`src/prwg_pkg.sv`:
```
// Constants, encodings and reset values for the protected register write guard.
// Assumes a peripheral store port that is synchronous to the system clock.
package prwg_pkg;

    // ****************************************************************
    // Bus widths and access encodings
    // ****************************************************************
    localparam int        ADDR_W      = 32;
    localparam int        DATA_W      = 16;
    localparam int        REG_W       = 8;
    localparam int        BITNO_W     = 3;

    typedef enum logic [1:0] {
        PRWG_SZ_BYTE = 2'h0,
        PRWG_SZ_HALF = 2'h1,
        PRWG_SZ_WORD = 2'h2,
        PRWG_SZ_BIT  = 2'h3
    } prwg_size_t;

    typedef enum logic [1:0] {
        PRWG_BIT_SET = 2'h0,
        PRWG_BIT_CLR = 2'h1,
        PRWG_BIT_NOT = 2'h2,
        PRWG_BIT_TST = 2'h3
    } prwg_bitop_t;

    // ****************************************************************
    // Register map
    // ****************************************************************
    localparam logic [ADDR_W-1:0] STATUS_REG_ADDR     = 32'hfffff078;
    // Unlock and protected register addresses are defaults only
    localparam logic [ADDR_W-1:0] UNLOCK_ADDR_DEF     = 32'hfffff1fc;
    localparam logic [ADDR_W-1:0] PWR_SAVE_ADDR_DEF   = 32'hfffff1fe;
    localparam logic [ADDR_W-1:0] CPU_CLK_ADDR_DEF    = 32'hfffff074;
    localparam logic [ADDR_W-1:0] FLASH_MODE_ADDR_DEF = 32'hfffff1bc;

    // Status register layout
    localparam int                ERR_FLAG_BIT        = 4;
    localparam logic [REG_W-1:0]  STATUS_RESET        = 8'h00;
    localparam logic [DATA_W-1:0] RDATA_ZERO          = 16'h0000;

    // One-hot select of the forwarded protected write
    localparam int                NPROT               = 3;
    localparam int                SEL_PWR_SAVE        = 0;
    localparam int                SEL_CPU_CLK         = 1;
    localparam int                SEL_FLASH_MODE      = 2;

endpackage

```
`src/prwg_arm_tracker.sv`:
```
// Single-shot unlock tracker for the protected register write guard.
// Assumes store and service strobes are one-cycle pulses on the system clock.
`timescale 1ns/1ps

module prwg_arm_tracker (
    // Clock and reset
    input  wire logic clk_i,
    input  wire logic rst_i,
    // Events
    input  wire logic store_i,
    input  wire logic unlock_wr_i,
    input  wire logic disarm_i,
    // State
    output logic      armed_r_o,
    output logic      armed_eff_o
);

    import prwg_pkg::*;

    typedef enum logic [1:0] {
        PRWG_IDLE  = 2'b01,
        PRWG_ARMED = 2'b10
    } prwg_state_t;

    prwg_state_t state_r;
    prwg_state_t state_nxt;

    // ****************************************************************
    // Next state
    // ****************************************************************
    // A service event in the store's own cycle counts as coming first
    assign armed_eff_o = (state_r == PRWG_ARMED) & ~disarm_i;
    assign armed_r_o   = (state_r == PRWG_ARMED);

    // Any store consumes the arm; only an unlock byte write re-arms
    always_comb begin
        state_nxt = state_r;
        case (state_r)
            PRWG_IDLE: begin
                if (store_i && unlock_wr_i) begin
                    state_nxt = PRWG_ARMED;
                end
            end
            PRWG_ARMED: begin
                if (disarm_i) begin
                    state_nxt = PRWG_IDLE;
                end
                if (store_i) begin
                    state_nxt = unlock_wr_i ? PRWG_ARMED : PRWG_IDLE;
                end
            end
            default: begin
                state_nxt = PRWG_IDLE;
            end
        endcase
    end

    // State register
    always_ff @(posedge clk_i) begin
        if (rst_i) begin
            state_r <= PRWG_IDLE;
        end else begin
            state_r <= state_nxt;
        end
    end

endmodule

```
`src/prwg_guard.sv`:
```
// Top of the protected register write guard: decodes peripheral stores,
// forwards accepted protected writes and keeps the system status register.
// Assumes every access on the port is a peripheral I/O access, one per pulse.
`timescale 1ns/1ps

module prwg_guard #(
    parameter logic [31:0] UNLOCK_ADDR     = prwg_pkg::UNLOCK_ADDR_DEF,
    parameter logic [31:0] PWR_SAVE_ADDR   = prwg_pkg::PWR_SAVE_ADDR_DEF,
    parameter logic [31:0] CPU_CLK_ADDR    = prwg_pkg::CPU_CLK_ADDR_DEF,
    parameter logic [31:0] FLASH_MODE_ADDR = prwg_pkg::FLASH_MODE_ADDR_DEF
) (
    // Clock and reset
    input  wire logic                              clk_i,
    input  wire logic                              rst_i,
    // Peripheral access port
    input  wire logic                              per_req_i,
    input  wire logic                              per_we_i,
    input  wire logic [prwg_pkg::ADDR_W-1:0]       per_addr_i,
    input  wire prwg_pkg::prwg_size_t              per_size_i,
    input  wire prwg_pkg::prwg_bitop_t             per_bitop_i,
    input  wire logic [prwg_pkg::BITNO_W-1:0]      per_bitno_i,
    input  wire logic [prwg_pkg::DATA_W-1:0]       per_wdata_i,
    output logic                                   per_ack_o,
    output logic [prwg_pkg::DATA_W-1:0]            per_rdata_o,
    // Service events that break the unlock sequence
    input  wire logic                              intr_ack_i,
    input  wire logic                              dma_ack_i,
    // Accepted protected write
    output logic                                   prot_wr_o,
    output logic [prwg_pkg::NPROT-1:0]             prot_sel_o,
    output prwg_pkg::prwg_size_t                   prot_size_o,
    output prwg_pkg::prwg_bitop_t                  prot_bitop_o,
    output logic [prwg_pkg::BITNO_W-1:0]           prot_bitno_o,
    output logic [prwg_pkg::REG_W-1:0]             prot_wdata_o,
    // Status
    output logic                                   prot_err_o,
    output logic                                   unlock_armed_o
);

    import prwg_pkg::*;

    // ****************************************************************
    // Address decode
    // ****************************************************************

    // Full address match, used for every decoded register
    function automatic logic addr_hit(input logic [ADDR_W-1:0] a,
                                      input logic [ADDR_W-1:0] b);
        addr_hit = (a == b);
    endfunction

    logic                 hit_status;
    logic                 hit_unl;
    logic [NPROT-1:0]     hit_prot_vec;
    logic                 hit_prot;
    logic                 is_store;
    logic                 is_bit;
    logic                 is_bit_write;
    logic                 eff_store;
    logic                 unl_byte;
    logic                 armed;
    logic                 disarm;

    // Register selects; three protected registers only
    assign hit_status                   = addr_hit(per_addr_i, STATUS_REG_ADDR);
    assign hit_unl                      = addr_hit(per_addr_i, UNLOCK_ADDR);
    assign hit_prot_vec[SEL_PWR_SAVE]   = addr_hit(per_addr_i, PWR_SAVE_ADDR);
    assign hit_prot_vec[SEL_CPU_CLK]    = addr_hit(per_addr_i, CPU_CLK_ADDR);
    assign hit_prot_vec[SEL_FLASH_MODE] = addr_hit(per_addr_i, FLASH_MODE_ADDR);
    assign hit_prot                = |hit_prot_vec;

    // Access kinds; a bit test is a read, other bit operations are stores
    assign is_bit       = (per_size_i == PRWG_SZ_BIT);
    assign is_bit_write = is_bit & (per_bitop_i != PRWG_BIT_TST);
    assign is_store     = per_req_i & per_we_i;
    assign eff_store    = is_store & (~is_bit | is_bit_write);
    assign unl_byte     = hit_unl & (per_size_i == PRWG_SZ_BYTE);
    assign disarm       = intr_ack_i | dma_ack_i;

    // ****************************************************************
    // Unlock sequence
    // ****************************************************************

    // Reads do not reach the tracker, so they leave the arm alone
    prwg_arm_tracker u_arm (
        .clk_i       (clk_i),
        .rst_i       (rst_i),
        .store_i     (eff_store),
        .unlock_wr_i (unl_byte),
        .disarm_i    (disarm),
        .armed_r_o   (unlock_armed_o),
        .armed_eff_o (armed)
    );

    // ****************************************************************
    // Classification of stores
    // ****************************************************************
    logic prot_store;
    logic prot_ok;
    logic err_bad_prot;
    logic err_bad_first;
    logic err_set;

    // Protected store is accepted only straight after an unlock
    assign prot_store    = eff_store & hit_prot;
    assign prot_ok       = prot_store & armed;
    assign err_bad_prot  = prot_store & ~armed;
    // Unlock, status or any other unprotected target as first store
    assign err_bad_first = eff_store & armed & ~hit_prot;
    assign err_set       = err_bad_prot | err_bad_first;

    // ****************************************************************
    // System status register
    // ****************************************************************
    logic       err_flag_r;
    logic       err_flag_nxt;
    logic       status_store;
    logic       bit_on_flag;
    logic       clr_by_data;
    logic       clr_by_bit;
    logic       status_clr;

    // Ordinary stores to the status register may clear the flag
    assign status_store = eff_store & hit_status & ~armed;
    assign bit_on_flag  = (per_bitno_i == BITNO_W'(ERR_FLAG_BIT));
    // Byte, halfword and word writes carry the flag in data bit 4
    assign clr_by_data  = ~is_bit & ~per_wdata_i[ERR_FLAG_BIT];
    // Single-bit clear, or invert of a set flag, writes a zero
    assign clr_by_bit   = is_bit_write & bit_on_flag &
                          ((per_bitop_i == PRWG_BIT_CLR) |
                           ((per_bitop_i == PRWG_BIT_NOT) & err_flag_r));
    assign status_clr   = status_store & (clr_by_data | clr_by_bit);

    // Setting outranks clearing, so an error in a clear cycle is kept
    assign err_flag_nxt = err_set ? 1'b1 : (status_clr ? 1'b0 : err_flag_r);

    // Flag register
    always_ff @(posedge clk_i) begin
        if (rst_i) begin
            err_flag_r <= STATUS_RESET[ERR_FLAG_BIT];
        end else begin
            err_flag_r <= err_flag_nxt;
        end
    end

    // ****************************************************************
    // Read path and acknowledge
    // ****************************************************************
    logic                 ack_nxt;
    logic [DATA_W-1:0]    rdata_nxt;
    logic [REG_W-1:0]     status_image;

    // Only bit 4 is live; the rest read as zero
    assign status_image = STATUS_RESET | (REG_W'(err_flag_r) << ERR_FLAG_BIT);
    assign ack_nxt      = per_req_i & (hit_status | hit_unl);
    // Unlock register reads give zero; writes return zero data
    assign rdata_nxt    = (per_req_i & ~per_we_i & hit_status) ?
                          DATA_W'(status_image) : RDATA_ZERO;

    // Answer registers, one cycle after the request
    always_ff @(posedge clk_i) begin
        if (rst_i) begin
            per_ack_o   <= 1'b0;
            per_rdata_o <= RDATA_ZERO;
        end else begin
            per_ack_o   <= ack_nxt;
            per_rdata_o <= rdata_nxt;
        end
    end

    // Any status read with the flag set reports nonzero at the flag position,
    // whatever the bit number; a bit test reads the byte image above only when per_we_i is low, and reads zero otherwise.

    // ****************************************************************
    // Forwarded protected write
    // ****************************************************************

    // Pulse and payload toward the three protected registers
    always_ff @(posedge clk_i) begin
        if (rst_i) begin
            prot_wr_o    <= 1'b0;
            prot_sel_o   <= '0;
            prot_size_o  <= PRWG_SZ_BYTE;
            prot_bitop_o <= PRWG_BIT_SET;
            prot_bitno_o <= '0;
            prot_wdata_o <= STATUS_RESET;
        end else begin
            prot_wr_o    <= prot_ok;
            prot_sel_o   <= prot_ok ? hit_prot_vec : '0;
            if (prot_ok) begin
                prot_size_o  <= per_size_i;
                prot_bitop_o <= per_bitop_i;
                prot_bitno_o <= per_bitno_i;
                prot_wdata_o <= per_wdata_i[REG_W-1:0];
            end
        end
    end

    // ****************************************************************
    // Status output
    // ****************************************************************

    // Flag copy for the rest of the system
    always_ff @(posedge clk_i) begin
        if (rst_i) begin
            prot_err_o <= 1'b0;
        end else begin
            prot_err_o <= err_flag_nxt;
        end
    end

endmodule

```
`config.mk`:
```
export PLATFORM = sky130hd
export DESIGN_NAME = prwg_guard
export DESIGN_NICKNAME = d
export VERILOG_FILES = /design/src/prwg_pkg.sv /design/src/prwg_arm_tracker.sv /design/src/prwg_guard.sv
export SDC_FILE = /design/constraint.sdc
export NUM_CORES = 1
export LEC_CHECK = 0
export ABC_AREA = 1
export BUFFER_PORTS_ARGS = -buffer_cell sky130_fd_sc_hd__buf_2
export CORE_AREA = 3 3 64 66
export DETAILED_ROUTE_END_ITERATION = 7
export DIE_AREA = 0 0 67 69
export PLACE_DENSITY = 0.78
export SLEW_MARGIN = 40
export SYNTH_ARGS = -nofsm -noshare
export SYNTH_HDL_FRONTEND = slang
export SYNTH_SLANG_ARGS = --single-unit
```
`constraint.sdc`:
```
create_clock -name clk_i -period 1.9 [get_ports clk_i]
set_clock_uncertainty 0.1 [all_clocks]
set_input_delay 0.38 -clock clk_i [delete_from_list [all_inputs] [get_ports clk_i]]
set_output_delay 0.38 -clock clk_i [all_outputs]
set_load 0.05 [all_outputs]
```
# Word-level counts from Yosys, hierarchy flattened
# Index checks and enable logic that the tools add are counted.
[classes]
n_eq_ne = 14
muxes = 7
bitwise_logic = 34
reduce_logical = 7
[op_table]
columns = ["op", "n"]
rows = [
  ["32-bit equality test, second input constant", 5],
  ["1-bit AND", 20],
  ["2-bit two-way mux", 4],
  ["1-bit NOT", 8],
  ["2-bit equality test, second input constant", 3],
  ["1-bit bitwise OR", 6],
  ["2-bit by 1-bit equality test with 1-bit output, second input constant", 2],
  ["2-bit one-hot mux with 2 select lines", 1],
  ["2-bit OR reduction", 2],
  ["3-bit equality test, second input constant", 1],
  ["3-bit by 1-bit != test with 1-bit output, second input constant", 1],
  ["3-bit OR reduction", 1],
  ["2-bit zero test", 1],
  ["1-bit two-way mux", 2],
  ["2-bit by 1-bit != test with 1-bit output, second input constant", 1],
  ["2-bit != test, second input constant", 1],
  ["2-bit AND reduction", 1],
  ["2-bit nonzero test", 1],
  ["1-bit logical AND", 1],
]
[totals]
register_bits = 39
output_inout_bits = 38
elab_cells = 73

# Logic depth before layout (Yosys ltp)
[logic_depth]
ltp_word = 9
depth_mapped = 12
mapped_depth_nobuf = 12

# Cells and area by module
# From an unflattened synthesis, not the netlist that was laid out.
[hier_totals]
cells_unflattened = 255
area_unflattened_um2 = 1631.6
[modules_own_cells]
columns = ["mod", "instances", "cells_per_inst", "area_each_um2", "seq_area_each_um2"]
rows = [
  ["prwg_guard", 1, 229, 1467.7, 440.4],
  ["prwg_arm_tracker", 1, 26, 163.9, 40.0],
]

# Worst setup path after synthesis
# OpenSTA, ideal clock, no wires.
[synth_timing]
path_kind = "reg2reg"
startpoint = "reg u_arm.state_r[0]"
endpoint = "reg prot_bitno_o[0] (netlist name)"
setup_ns = 0.113
arrival_time_ns = 1.583
required_time_ns = 1.687
path_slack_ns = 0.105
path_stages_with_launch = 9
path_buffers = 1
period_less_slack_ns = 1.795
cell_sequence = "dfxtp_1 > inv_1 > ha_1 > nand2_1 > nor2_1 > nand2_2 > buf_2 > nor2_1 > nor2_1"
[synth_between]
elab_chain_cells = 3
[synth_rtl]
columns = ["element", "line", "text"]
rows = [
  ["start: declaration", "prwg_arm_tracker.sv:25", "prwg_state_t state_r;"],
  ["start signal: assignment", "prwg_arm_tracker.sv:63", "state_r <= state_nxt;"],
  ["2-bit equality test", "-", ""],
  ["net unlock_armed_o", "prwg_guard.sv:37", "output logic unlock_armed_o"],
  ["1-bit AND", "prwg_arm_tracker.sv:32", "assign armed_eff_o = (state_r == PRWG_ARMED) & ~disarm_i;"],
  ["1-bit AND", "prwg_guard.sv:106", "assign prot_ok = prot_store & armed;"],
  ["end signal: assignment", "prwg_guard.sv:193", "prot_bitno_o <= per_bitno_i;"],
  ["end: declaration", "prwg_guard.sv:33", "output logic [prwg_pkg::BITNO_W-1:0] prot_bitno_o,"],
]
# The timed path passes the listed nets, and every way through them passes these cells.
# A chain may end at the register's enable or synchronous reset.

# Worst setup path in the final report
[layout_timing]
startpoint = "reg u_arm.state_r[0]"
endpoint = "out unlock_armed_o"
[layout_between]
elab_chain_cells = 1
[layout_rtl]
columns = ["element", "line", "text"]
rows = [
  ["2-bit equality test", "prwg_arm_tracker.sv:33", "assign armed_r_o = (state_r == PRWG_ARMED);"],
  ["end: declaration", "prwg_guard.sv:37", ""],
]
# Every way passes these cells.

==> metrics.yaml <==
r2r_start: "u_arm.state_r[0]"
fmax_mhz: 635
cap_violations: 0
first_pass_iters: 4
cp-endpoint: "unlock_armed_o"
power_density_mw_per_mm2: 625
cts_tree: "done"
grt_max_degree: 31
synth_top_area_cell: "dfxtp_1"
cp.arrival_ns: 1.09
nFillCells: 402
crit_type: "flip-flop to primary output"
rsz0062_at_grt: "false"
regToRegEndpoint: "prot_wdata_o[4]"
clock_sinks: 24
synthTopCellsByArea: "dfxtp_1 32%, nand2_1 23%, nor2_1 17%, inv_1 9.2%, buf_4 7.5%"
startpoint: "u_arm.state_r[0]"
ant_nets: 0
yosysMostFrequentCell: "nand2_1"
start_kind: "flip-flop"
ff2ff_path_depth: 8
grt_pass1_vias: 1362
wl_per_cell_um: 8.25
ys_seq_area_share_pct: 31.8
cp-end-kind: "primary output"
postCtsHoldBufs: 0
clockBufferDepth: 2
synth-seq-cells: 24
numCtsBuffers: 3
die_x_um: 67
fin_nets: 403
final_area_mm2: 0.00196
hold_violations: 0
synth_cell_type_count: 17
clk_pin_slew_worst_paths_ns: 0.08
ir_worst_vdd_mv: 0.473
via_per_inst: 4.17
critPathMaxFanout: 3
grt_pass1_wl_um: 5310
drive_gt1_share_pct: 25.1
gr-total-overflow: 0
reg2reg_slack_ns: 0.40
die_area_mm2: 0.00462
synth_flop_cell: "dfxtp_1"
rows: 22
dpl-instance-area_mm2: 0.00188
die_y_um: 69
post_cts_buffers: 0
ys.warnings.count: 0
gp_congestion: 0.708
core-area_mm2: 0.00363
io_pins: 99
root_buffer: "clkbuf_8"
async_flop_share_pct: 0
drc: 0
antenna_found_initial: 0
synth_area_per_cell_um2: 5.75
ctsResizeCount: 0
post-dp-hpwl_um: 2740
place.port_buffers: 75
synth_area_mm2: 0.00151
vias: 1615
finalSetupTns_ns: 0
worstPathRequired_ns: 1.42
antenna_cells: 0
final.period_utilization_pct: 82.8
initialDrtViolationCount: 43
drv_slew: 0
finalCriticalPeriod_ns: 1.57
routed_wirelength_um: 3190
netlist_top_cells_count: "92 x nand2_1, 69 x nor2_1, 37 x inv_1, 24 x dfxtp_1, 15 x buf_4"
clkLatencyLatePin_ns: 0.26
syn-instance-count: 263
cts_max_level: 1
status: "complete, no violations"
p_leak_nw: 1.19
synth_edf_count: 0
yosysTopAreaCellShare_pct: 31.8
grt_usage_pct: 13.9
area.growth.synth_to_final_pct: 29.4
finalSetupViolations: 0
initial_core_util_pct: 41.6
hold_path.class: "primary input to flip-flop"
[report_power, final]
part	internal, mW	total (mW)	switching, mW
Clock	0.281	0.435	0.154
Sequential	0.515	0.522	0.00706
Combinational	0.0906	0.266	0.175
[state kept, by name, indices dropped and copies added (netlist names)]
register       cells
prot_bitno_o       3
prot_sel_o         3
per_ack_o          1
prot_size_o        2
prot_wdata_o       8
prot_bitop_o       2
u_arm.state_r      2
prot_wr_o          1
per_rdata_o        1
prot_err_o         1
[worst min path at each step]
stage / startpoint / cells after the start / to
final: per_we_i / 2 / per_rdata_o[4]
after global routing: per_we_i / 2 / per_rdata_o[4]
after CTS: per_we_i / 2 / per_rdata_o[4]
after detailed placement: u_arm.state_r[0] / 2 / u_arm.state_r[0]
after global placement: u_arm.state_r[0] / 2 / u_arm.state_r[0]
after floorplan: per_we_i / 1 / per_rdata_o[4]
[through the flow]
stage | power (mW) | utilization (%) | worst slack (ns) | cells | hold WS [ns]
2_1_floorplan | 0.742 | - | 0.105 | 277 | 0.357
5_1_grt | 1.30 | 53.8 | 0.233 | 387 | 0.205
4_1_cts | 1.24 | 53.8 | 0.306 | 387 | 0.195
6_report | 1.22 | 53.8 | 0.326 | 387 | 0.206
3_3_place_gp | 0.798 | 51.9 | 0.188 | 383 | 0.383
3_5_place_dp | 0.803 | 51.9 | 0.143 | 383 | 0.388
[placed cells by master, fill, tap and decap left out, drive strengths merged]
cell type  Yosys  final
a21oi          2      2
buf           20     78
bufinv         0      1
clkbuf         0      3
conb           1     15
dfxtp         24     24
ha             2      2
inv           37     37
nand2         93     93
nand3         10     10
nand4          2      2
nor2          70     70
nor3           1      1
nor4b          1      1
[logic make-up after synthesis]
| kind of cell | after synthesis | share of synthesized area (%) |
|---|---|---|
| simple gates | 177 | 46.5 |
| buf+inv | 57 | 19.1 |
| flops | 24 | 31.8 |
| compound gates | 2 | 0.662 |
| fa+ha+maj | 2 | 1.66 |
| other cells | 1 | 0.248 |
[routing by layer]
metal  GRT usage, %  vias to the layer above  routed length, µm
met5              0                        -                  0
met4          0.676                        0                  8
met3           3.91                        2                220
met2           25.4                       40               1600
met1           16.6                      683               1370
li1               -                      890                  -
[area by class of cell]
class                      instances  area (µm²)  area share (%)
clock buffer                       3        41.3            2.11
tap                               48        60.1            3.07
clock inverter                     1        30.0            1.54
inverter                          37         139            7.10
sequential                        24         480            24.6
multi-input combinational        196         795            40.6
timing repair buffer              78         410            21.0
[worst max-delay path, cell delays in order (launching register included)]
cell and delay [ns]:
dfxtp_1 0.36, inv_1 0.05, ha_1 0.21, buf_2 0.22
Power figures use the tool's default switching activity.
